### src/dsi_consts.svh
// Purpose: Shared constants for the sensor-bus command block and its master
// Assumes: 50 MHz clock, 20-bit long-word frames with a 4-bit check field
// Notes:   Definitions only
`ifndef DSI_CONSTS_SVH
`define DSI_CONSTS_SVH

// Frame word layout: data[19:12] addr[11:8] opcode[7:4] check[3:0]
`define W_DATA_LSB      12
`define W_ADDR_LSB      8
`define W_OP_LSB        4
`define W_CRC_LSB       0
`define W_BODY_LSB      4

// Bits inside the reverse-initialization data byte
`define RI_NV_BIT       7
`define RI_BS_BIT       6

// Opcodes
`define OP_CLEAR        4'h7
`define OP_CLR_LO       4'hc
`define OP_SET_LO       4'hd
`define OP_RINIT        4'hf

// Check field generator
`define CRC_POLY        4'h3
`define CRC_SEED        4'ha

// Fault test time and its cycle count at the clock rate
`define CLK_MHZ         50
`define FAULT_TEST_US   200
`define FAULT_TEST_CYC  (`FAULT_TEST_US * `CLK_MHZ)

// Master side
`define FRAME_GAP_CYC   8
`define REG_CMD         12'h000
`define REG_STAT        12'h004
`define REG_RSP         12'h008
`define CMD_LONG_BIT    16
`define ST_BUSY_BIT     0
`define ST_RSP_BIT      1
`define ST_CRCERR_BIT   2
`define ST_NORSP_BIT    3

`endif

### src/dsi_pkg.sv
// Purpose: Types shared by both ends of the sensor bus
// Assumes: dsi_consts.svh
// Notes:   State machines use one-hot codes
package dsi_pkg;

    typedef enum logic [1:0] {
        FT_IDLE = 2'b01,
        FT_RUN  = 2'b10
    } ftest_state_t;

    typedef enum logic [2:0] {
        PEND_NONE   = 3'b001,
        PEND_STATUS = 3'b010,
        PEND_RINIT  = 3'b100
    } pend_t;

    typedef struct packed {
        logic [3:0]   addr;
        logic         inited;
        logic         nvm_write_permit;
        logic         bus_switch_ctrl;
        logic         sw_closed;
        logic         bus_fault_flag;
        logic         logic_output_level;
        ftest_state_t ft;
        logic [15:0]  ft_cnt;
        pend_t        pend;
        logic [3:0]   io_s1;
        logic [3:0]   io_s2;
        logic         uv_s1;
        logic         uv_s2;
        logic         bus_s1;
        logic         bus_s2;
        logic         prog_s1;
        logic         prog_s2;
        logic         rsp_valid;
        logic [19:0]  rsp_word;
    } dev_state_t;

    typedef struct packed {
        logic         busy;
        logic [7:0]   gap_cnt;
        logic         cmd_valid;
        logic         cmd_long;
        logic [19:0]  cmd_word;
        logic         await_rsp;
        logic [19:0]  rsp_word;
        logic         rsp_got;
        logic         crc_err;
        logic         no_rsp;
        logic         pready;
        logic         pslverr;
        logic [31:0]  prdata;
    } host_state_t;

endpackage

### src/dsi_link_if.sv
// Purpose: Frame-level link between bus master and slave
// Assumes: Both ends on i_clk; one frame per cmd_valid pulse
// Notes:   Response to frame N is returned while frame N+1 is sent
`timescale 1ns/1ps
interface dsi_link_if;
    logic        cmd_valid;
    logic        cmd_long;
    logic [19:0] cmd_word;
    logic        rsp_valid;
    logic [19:0] rsp_word;

    modport master (
        output cmd_valid,
        output cmd_long,
        output cmd_word,
        input  rsp_valid,
        input  rsp_word
    );

    modport slave (
        input  cmd_valid,
        input  cmd_long,
        input  cmd_word,
        output rsp_valid,
        output rsp_word
    );
endinterface

### src/dsi_crc4.sv
// Purpose: Four-bit check value over a 16-bit frame body, MSB first
// Assumes: Polynomial and seed from the constants header
// Notes:   Purely combinational
`timescale 1ns/1ps
`include "dsi_consts.svh"
module dsi_crc4 (
    input  wire logic [15:0] i_data,
    output logic      [3:0]  o_crc
);
    always_comb begin
        logic [3:0] c;
        logic       fb;
        fb = 1'b0;
        c  = `CRC_SEED;
        for (int i = 15; i >= 0; i--) begin
            fb = c[3] ^ i_data[i];
            c  = {c[2:0], 1'b0} ^ ({4{fb}} & `CRC_POLY);
        end
        o_crc = c;
    end
endmodule

### src/dsi_slave.sv
// Purpose: Slave command decoder for logic-out, clear and reverse init
// Assumes: Frames arrive as whole words from logic on the same clock
// Notes:   Only long-word frames are decoded; short words still carry out the pending reply
//
// Design decisions made here: the APB register port and the placing of the registers.
`timescale 1ns/1ps
`include "dsi_consts.svh"
module dsi_slave #(
    parameter int unsigned FAULT_TEST_CYC = `FAULT_TEST_CYC
) (
    input  wire logic        i_clk,
    input  wire logic        i_rst_n,
    dsi_link_if.slave        link,
    input  wire logic [3:0]  i_io_pins,
    input  wire logic        i_undervoltage,
    input  wire logic        i_upstream_bus_pin,
    input  wire logic        i_nvm_programmed,
    output logic             o_logic_out,
    output logic             o_bus_switch_closed,
    output logic             o_fault_test_pull,
    output logic             o_nvm_write_permit,
    output logic [3:0]       o_address
);
    import dsi_pkg::*;

    localparam dev_state_t DEV_RST = '{
        ft:      FT_IDLE,
        pend:    PEND_NONE,
        default: '0
    };
    localparam logic [15:0] FT_LAST = 16'(FAULT_TEST_CYC - 1);

    dev_state_t  q;
    dev_state_t  d;
    logic [15:0] cmd_body;
    logic [3:0]  cmd_crc;
    logic [15:0] status_body;
    logic [15:0] rinit_body;
    logic [3:0]  status_crc;
    logic [3:0]  rinit_crc;
    logic [3:0]  c_addr;
    logic [3:0]  c_op;
    logic [7:0]  c_data;
    logic        frame_ok;

    ////////////////////////////////////////////////////////////////////////
    // Frame fields and check values

    assign cmd_body = link.cmd_word[19:`W_BODY_LSB];
    assign c_addr   = link.cmd_word[`W_ADDR_LSB +: 4];
    assign c_op     = link.cmd_word[`W_OP_LSB +: 4];
    assign c_data   = link.cmd_word[`W_DATA_LSB +: 8];

    // Replies are built from live state at send time so the fault flag and
    // switch position reflect a fault test that ran between the two frames
    assign status_body = {q.addr, 4'h0,
                          q.nvm_write_permit,
                          q.uv_s2,
                          q.logic_output_level,
                          q.sw_closed,
                          q.io_s2};
    assign rinit_body  = {q.addr, 3'b000, q.bus_fault_flag,
                          q.nvm_write_permit, q.bus_switch_ctrl,
                          2'b00,
                          q.addr};

    dsi_crc4 u_cmd_crc (
        .i_data (cmd_body),
        .o_crc  (cmd_crc)
    );

    dsi_crc4 u_status_crc (
        .i_data (status_body),
        .o_crc  (status_crc)
    );

    dsi_crc4 u_rinit_crc (
        .i_data (rinit_body),
        .o_crc  (rinit_crc)
    );

    // Short words carry no usable reverse init, so they are not decoded, though they still carry out the pending reply
    assign frame_ok = link.cmd_long &&
                      (cmd_crc == link.cmd_word[`W_CRC_LSB +: 4]);

    ////////////////////////////////////////////////////////////////////////
    // Next state

    always_comb begin
        d           = q;
        d.rsp_valid = 1'b0;

        // Pins are asynchronous to the clock
        d.io_s1   = i_io_pins;
        d.io_s2   = q.io_s1;
        d.uv_s1   = i_undervoltage;
        d.uv_s2   = q.uv_s1;
        d.bus_s1  = i_upstream_bus_pin;
        d.bus_s2  = q.bus_s1;
        d.prog_s1 = i_nvm_programmed;
        d.prog_s2 = q.prog_s1;

        // Bus fault test: pull the inactive side down and watch it
        unique case (q.ft)
            FT_IDLE: begin
                d.ft_cnt = '0;
            end
            FT_RUN: begin
                if (q.bus_s2) begin
                    d.bus_fault_flag = 1'b1;
                    d.ft             = FT_IDLE;
                end else if (q.ft_cnt == FT_LAST) begin
                    d.sw_closed = 1'b1;
                    d.ft        = FT_IDLE;
                end else begin
                    d.ft_cnt = q.ft_cnt + 16'h0001;
                end
            end
        endcase

        if (link.cmd_valid) begin
            // Reply to the previous frame goes out with this one
            unique case (q.pend)
                PEND_NONE: begin
                    d.rsp_word = '0;
                end
                PEND_STATUS: begin
                    d.rsp_valid = 1'b1;
                    d.rsp_word  = {status_body, status_crc};
                end
                PEND_RINIT: begin
                    d.rsp_valid = 1'b1;
                    d.rsp_word  = {rinit_body, rinit_crc};
                end
            endcase
            // A bad frame leaves nothing pending for the next slot
            d.pend = PEND_NONE;

            if (frame_ok) begin
                unique case (c_op)
                    `OP_CLEAR: begin
                        if (c_addr == 4'h0 || c_addr == q.addr) begin
                            d         = DEV_RST;
                            d.io_s1   = i_io_pins;
                            d.io_s2   = q.io_s1;
                            d.uv_s1   = i_undervoltage;
                            d.uv_s2   = q.uv_s1;
                            d.bus_s1  = i_upstream_bus_pin;
                            d.bus_s2  = q.bus_s1;
                            d.prog_s1 = i_nvm_programmed;
                            d.prog_s2 = q.prog_s1;
                            d.rsp_valid = q.pend != PEND_NONE;
                            d.rsp_word  = q.pend == PEND_STATUS ?
                                          {status_body, status_crc} :
                                          q.pend == PEND_RINIT ?
                                          {rinit_body, rinit_crc} : '0;
                            d.logic_output_level = 1'b0;
                        end
                    end
                    `OP_CLR_LO, `OP_SET_LO: begin
                        if (c_addr != 4'h0 && c_addr == q.addr) begin
                            d.logic_output_level =
                                (c_op == `OP_SET_LO);
                            d.pend = PEND_STATUS;
                        end
                    end
                    `OP_RINIT: begin
                        // Either the zero address or the repeated address
                        if (!q.inited &&
                            (c_addr == 4'h0 ||
                             c_addr == c_data[3:0])) begin
                            d.inited = 1'b1;
                            d.addr   = c_data[3:0];
                            if (c_data[3:0] != 4'h0) begin
                                d.nvm_write_permit =
                                    c_data[`RI_NV_BIT];
                                d.bus_switch_ctrl  =
                                    c_data[`RI_BS_BIT];
                                if (c_data[`RI_BS_BIT]) begin
                                    d.ft     = FT_RUN;
                                    d.ft_cnt = '0;
                                end
                            end
                            if (c_addr != 4'h0) begin
                                d.pend = PEND_RINIT;
                            end
                        end
                    end
                    default: begin
                        d.pend = PEND_NONE;
                    end
                endcase
            end
        end
    end

    ////////////////////////////////////////////////////////////////////////
    // State register

    always_ff @(posedge i_clk or negedge i_rst_n) begin
        if (!i_rst_n) begin
            q <= DEV_RST;
        end else begin
            q <= d;
        end
    end

    ////////////////////////////////////////////////////////////////////////
    // Outputs from flip-flops, except o_nvm_write_permit, which gates two of them

    assign link.rsp_valid      = q.rsp_valid;
    assign link.rsp_word       = q.rsp_word;
    assign o_logic_out         = q.logic_output_level;
    assign o_bus_switch_closed = q.sw_closed;
    assign o_fault_test_pull   = q.ft[1];
    // Once a permanent address exists the permit has no effect
    assign o_nvm_write_permit  = q.nvm_write_permit & ~q.prog_s2;
    assign o_address           = q.addr;

endmodule

### src/flat_wrapper.sv
// flat-port wrapper written by rule: the top's interface ports become plain ports
module dsi_slave_flat import dsi_pkg::*;
#(
    parameter int unsigned FAULT_TEST_CYC = `FAULT_TEST_CYC
)
  (i_clk, i_rst_n, i_io_pins, i_undervoltage, i_upstream_bus_pin, i_nvm_programmed, o_logic_out, o_bus_switch_closed, o_fault_test_pull, o_nvm_write_permit, o_address, link_cmd_valid, link_cmd_long, link_cmd_word, link_rsp_valid, link_rsp_word);
  dsi_link_if link_i ();
  input  wire logic i_clk;
  input  wire logic i_rst_n;
  input  wire logic [3:0] i_io_pins;
  input  wire logic i_undervoltage;
  input  wire logic i_upstream_bus_pin;
  input  wire logic i_nvm_programmed;
  output logic o_logic_out;
  output logic o_bus_switch_closed;
  output logic o_fault_test_pull;
  output logic o_nvm_write_permit;
  output logic [3:0] o_address;
  input wire logic [$bits(link_i.cmd_valid)-1:0] link_cmd_valid;
  input wire logic [$bits(link_i.cmd_long)-1:0] link_cmd_long;
  input wire logic [$bits(link_i.cmd_word)-1:0] link_cmd_word;
  output wire logic [$bits(link_i.rsp_valid)-1:0] link_rsp_valid;
  output wire logic [$bits(link_i.rsp_word)-1:0] link_rsp_word;
  assign link_i.cmd_valid = link_cmd_valid;
  assign link_i.cmd_long = link_cmd_long;
  assign link_i.cmd_word = link_cmd_word;
  assign link_rsp_valid = link_i.rsp_valid;
  assign link_rsp_word = link_i.rsp_word;
  dsi_slave #(.FAULT_TEST_CYC(FAULT_TEST_CYC)) u_core (.i_clk(i_clk), .i_rst_n(i_rst_n), .link(link_i), .i_io_pins(i_io_pins), .i_undervoltage(i_undervoltage), .i_upstream_bus_pin(i_upstream_bus_pin), .i_nvm_programmed(i_nvm_programmed), .o_logic_out(o_logic_out), .o_bus_switch_closed(o_bus_switch_closed), .o_fault_test_pull(o_fault_test_pull), .o_nvm_write_permit(o_nvm_write_permit), .o_address(o_address));
endmodule
### config.mk
export PLATFORM = sky130hd
export DESIGN_NAME = dsi_slave_flat
export DESIGN_NICKNAME = d
export VERILOG_FILES = /design/src/dsi_pkg.sv /design/src/dsi_link_if.sv /design/src/dsi_crc4.sv /design/src/dsi_slave.sv /design/src/flat_wrapper.sv
export VERILOG_INCLUDE_DIRS = /design/src
export SDC_FILE = /design/constraint.sdc
export NUM_CORES = 1
export LEC_CHECK = 0
export ABC_AREA = 1
export BUFFER_PORTS_ARGS = -buffer_cell sky130_fd_sc_hd__buf_2
export CAP_MARGIN = 0
export CORE_AREA = 2 2 127 67
export DETAILED_ROUTE_END_ITERATION = 10
export DIE_AREA = 0 0 129 69
export HOLD_SLACK_MARGIN = 0.05
export PLACE_DENSITY = 0.8
export SLEW_MARGIN = 15
export SYNTH_ARGS = -nofsm -noshare
export SYNTH_HDL_FRONTEND = slang
export SYNTH_SLANG_ARGS = --single-unit
### constraint.sdc
create_clock -name i_clk -period 2.39 [get_ports i_clk]
set_input_delay 0.478 -clock i_clk [delete_from_list [all_inputs] [get_ports i_clk]]
set_output_delay 0.478 -clock i_clk [all_outputs]
set_load 0.01 [all_outputs]
==> flow_summary.json <==
{
  "synth_edf_count": 0,
  "period_share_pct": 100,
  "finalHoldViolCount": 0,
  "end_kind": "flop",
  "dp_hpwl_um": 8550,
  "nets": 746,
  "power_leakage_nw": 3.06,
  "synth_warnings": 0,
  "synthTopCellsByCount": "nand2_1 (184), inv_1 (74), dfrtp_1 (61)",
  "synth-seq-area-share_pct": 35.3,
  "register_area_um2": 1580,
  "postSynthCellCount": 634,
  "cts_root_buf": "clkbuf_16",
  "synth_top_family_by_area": "simple AND/OR/NAND/NOR gates",
  "max_stage_delay_ns": 0.24,
  "viasPerCell": 5.39,
  "required_ns": 2.61,
  "die_y_um": 69,
  "slew_violations": 0,
  "grt_antenna_before_repair": 0,
  "yosys.area_share.simple_pct": 35.5,
  "cpMostUsedCell": "nand2_4",
  "cts_tree": "done",
  "synth_area_um2": 4470,
  "start_kind": "input port",
  "clk_latency_ns": 0.34,
  "grt_pass1_vias": 4033,
  "synth_seq_cells": 63,
  "drc": 1,
  "worstPathMaxFanout": 8,
  "status": "complete, but fails checks",
  "finalCriticalPeriod_ns": 2.39,
  "grt_max_degree": 64,
  "max-vdd-ir-drop_v": 0.000456,
  "synth-async-reset-ratio_pct": 100,
  "synth_xor_area_share_pct": 9.42,
  "critical-path-top-delay-family": "simple AND/OR/NAND/NOR gates",
  "drive_gt1_share_pct": 39.4,
  "synthAdderAreaFrac_pct": 0.280,
  "crit_slowest_cell": "nor2_8",
  "fin_ws_ns": 0.000493,
  "core_um2": 7800,
  "synth_largest_area_cell": "dfrtp_1",
  "synth_compound_area_share_pct": 6.35,
  "slew-limit-headroom_pct": 55.7,
  "synth.distinct_cells": 42,
  "path_clk_slew_ns": 0.05,
  "fmax_mhz": 418,
  "dieArea_um2": 8900,
  "violations": "design-rule violations",
  "first_iter_violations": 579,
  "multi_input_area_um2": 2870,
  "antenna_cells": 0,
  "whs_ns": 0.133,
  "initial_utilization_pct": 57.4,
  "path_class": "input port to flop",
  "cp_num_buf_inv": 3,
  "routabilityCongestion": 0.935,
  "maxCapViolCount": 0,
  "finalWirelength_um": 13100,
  "rows": 23,
  "synth_top_flop_cell": "dfrtp_1",
  "area_delta_synth_final_pct": 32.6,
  "yosys-top-cells-area": "dfrtp_1 (34%), nand2_1 (15%), xor2_1 (6.5%)",
  "cts-buffers-inserted": 9,
  "ant_nets": 0,
  "cts_buffer_depth": 2,
  "synth_mux_area_share_pct": 0,
  "max_slew.worst_pin.slew_ns": 0.662,
  "clock_sinks": 63,
  "syn_avg_cell_area_um2": 7.06,
  "cellPowerDensity_nw_per_um2": 535,
  "hold_class": "input port to async pin",
  "fillers": 541,
  "grt_usage_pct": 27.4,
  "wl_per_cell_um": 15.7,
  "vias": 4480,
  "cts_htree_levels": 3,
  "yosysTopAreaCellShare_pct": 34.1,
  "path_cells": "buf_4 -> nand2_2 -> nand3_2 -> nand3_4 -> nand2_4 -> nand2_4 -> nand2_4 -> nand2_4 -> nand3b_1 -> nand2_1 -> nand2_1 -> nand2_2 -> inv_2 -> nor2_4 -> nand3_4 -> nor2_8 -> nand2_8 -> nand2_4 -> inv_1",
  "setup_viol": 0,
  "drt_first_pass_iters": 8,
  "pre_cts_ws_ns": -0.431,
  "yosysMostFrequentCell": "nand2_1",
  "ios": 60,
  "grt_overflow": 0,
  "cp.arrival_ns": 2.61,
  "postCtsHoldBufs": 0,
  "grt_pass1_wl_um": 19400,
  "skew_ns": 0.00697,
  "die_width_um": 129,
  "final_util_pct": 76.1,
  "portBuffers": 56
}
sequential cells by signal, indices dropped and copies added, names as in the netlist:
signal and flops:
u_core.q 38, u_core.o_logic_out 1, u_core.o_fault_test_pull 1, u_core.link.rsp_word 17, u_core.o_bus_switch_closed 1, u_core.link.rsp_valid 1, u_core.o_address 4
final timing paths:
path | from | end | slack [ns] | cells after the start
min in group i_clk | i_io_pins[0] | u_core.q[31] | 0.24 | 1
setup / recovery | link_cmd_word[19] | u_core.q[41] | 0.0005 | 19
hold / removal | i_rst_n | u_core.o_fault_test_pull | 0.13 | 2
setup reg to reg | u_core.q[39] | u_core.q[52] | 0.04 | 12
hold reg to reg | u_core.q[32] | u_core.q[28] | 0.35 | 0
max in group asynchronous | i_rst_n | u_core.q[35] | 1.93 | 2
kinds of logic after synthesis:
| group | Yosys count |
|---|---|
| fa+ha+maj | 1 |
| buf+inv | 128 |
| simple gates | 349 |
| xor+xnor | 46 |
| flops | 63 |
| compound gates | 46 |
| other cells | 1 |
layout by cell type (no fill, tap or decap), drive strengths merged:
cell type	Yosys	layout
clkinv	3	3
xor2	34	34
o221ai	3	3
a211oi	4	4
nand3b	2	2
nand4	10	10
o21ai	17	17
dfrtp	61	61
or2	3	3
a21oi	8	8
nand3	45	45
ha	1	1
buf	29	99
o31ai	2	2
clkbuf	7	12
clkinvlp	0	3
nor4	7	7
o41ai	1	1
nor3	10	10
conb	1	3
nand2	217	219
a21boi	1	1
xnor2	12	12
a21o	1	1
nor2	55	55
o211ai	3	3
a2111oi	1	1
inv	89	92
o21bai	1	1
dfstp	2	2
a31oi	4	4
metrics by stage:
stage	cell area, um^2	power, mW	instances	setup TNS (ns)
floorplan	4480	1.53	636	0
global placement	4940	1.70	803	-8.74
detailed placement	4940	1.72	803	-11.32
CTS	5290	2.97	823	0
global route	5930	3.32	831	-2.65
finish	5930	3.18	831	0
final cells by class:
cell class | instances | share of cell area [%]
Multi-Input combinational cell | 447 | 48.4
Sequential cell | 63 | 26.6
Timing Repair Buffer | 101 | 11.5
Inverter | 92 | 6.33
Clock buffer | 10 | 4.03
Tap cell | 112 | 2.36
Clock inverter | 6 | 0.759
layer usage:
metal | vias to the layer above | share of wire, % | GRT usage, %
li1 | 2130 | - | -
met1 | 2118 | 46 | 42.2
met2 | 208 | 44 | 37.9
met3 | 24 | 9.0 | 7.45
met4 | 0 | 1.3 | 6.52
met5 | - | 0 | 0
worst register-to-register path, stage by stage (launching register included):
cell	delay, ns
dfrtp_1	0.39
ha_2	0.20
nand2_2	0.07
buf_4	0.15
nor3_1	0.34
nand4_1	0.22
nor2_2	0.21
nand3_2	0.10
nor3_2	0.19
xnor2_1	0.18
nor2_2	0.09
nand2_4	0.08
inv_2	0.03
report_power, final:
part           internal, mW  switching (mW)  leakage, nW  total [mW]
combinational         0.308           0.529         2.10       0.837
clock                 0.732           0.497        0.131        1.23
sequential             1.09          0.0152        0.833        1.11
total                  2.13            1.04         3.06        3.18
what timing repair did:
item	4_1_cts	5_1_grt
pin swaps	2	60
gates resized for setup	8	178
hold endpoints to repair	0	0
setup endpoints to repair	24	32
cloned	1	1
setup buffers	3	7
Power figures use the tool's default switching activity.
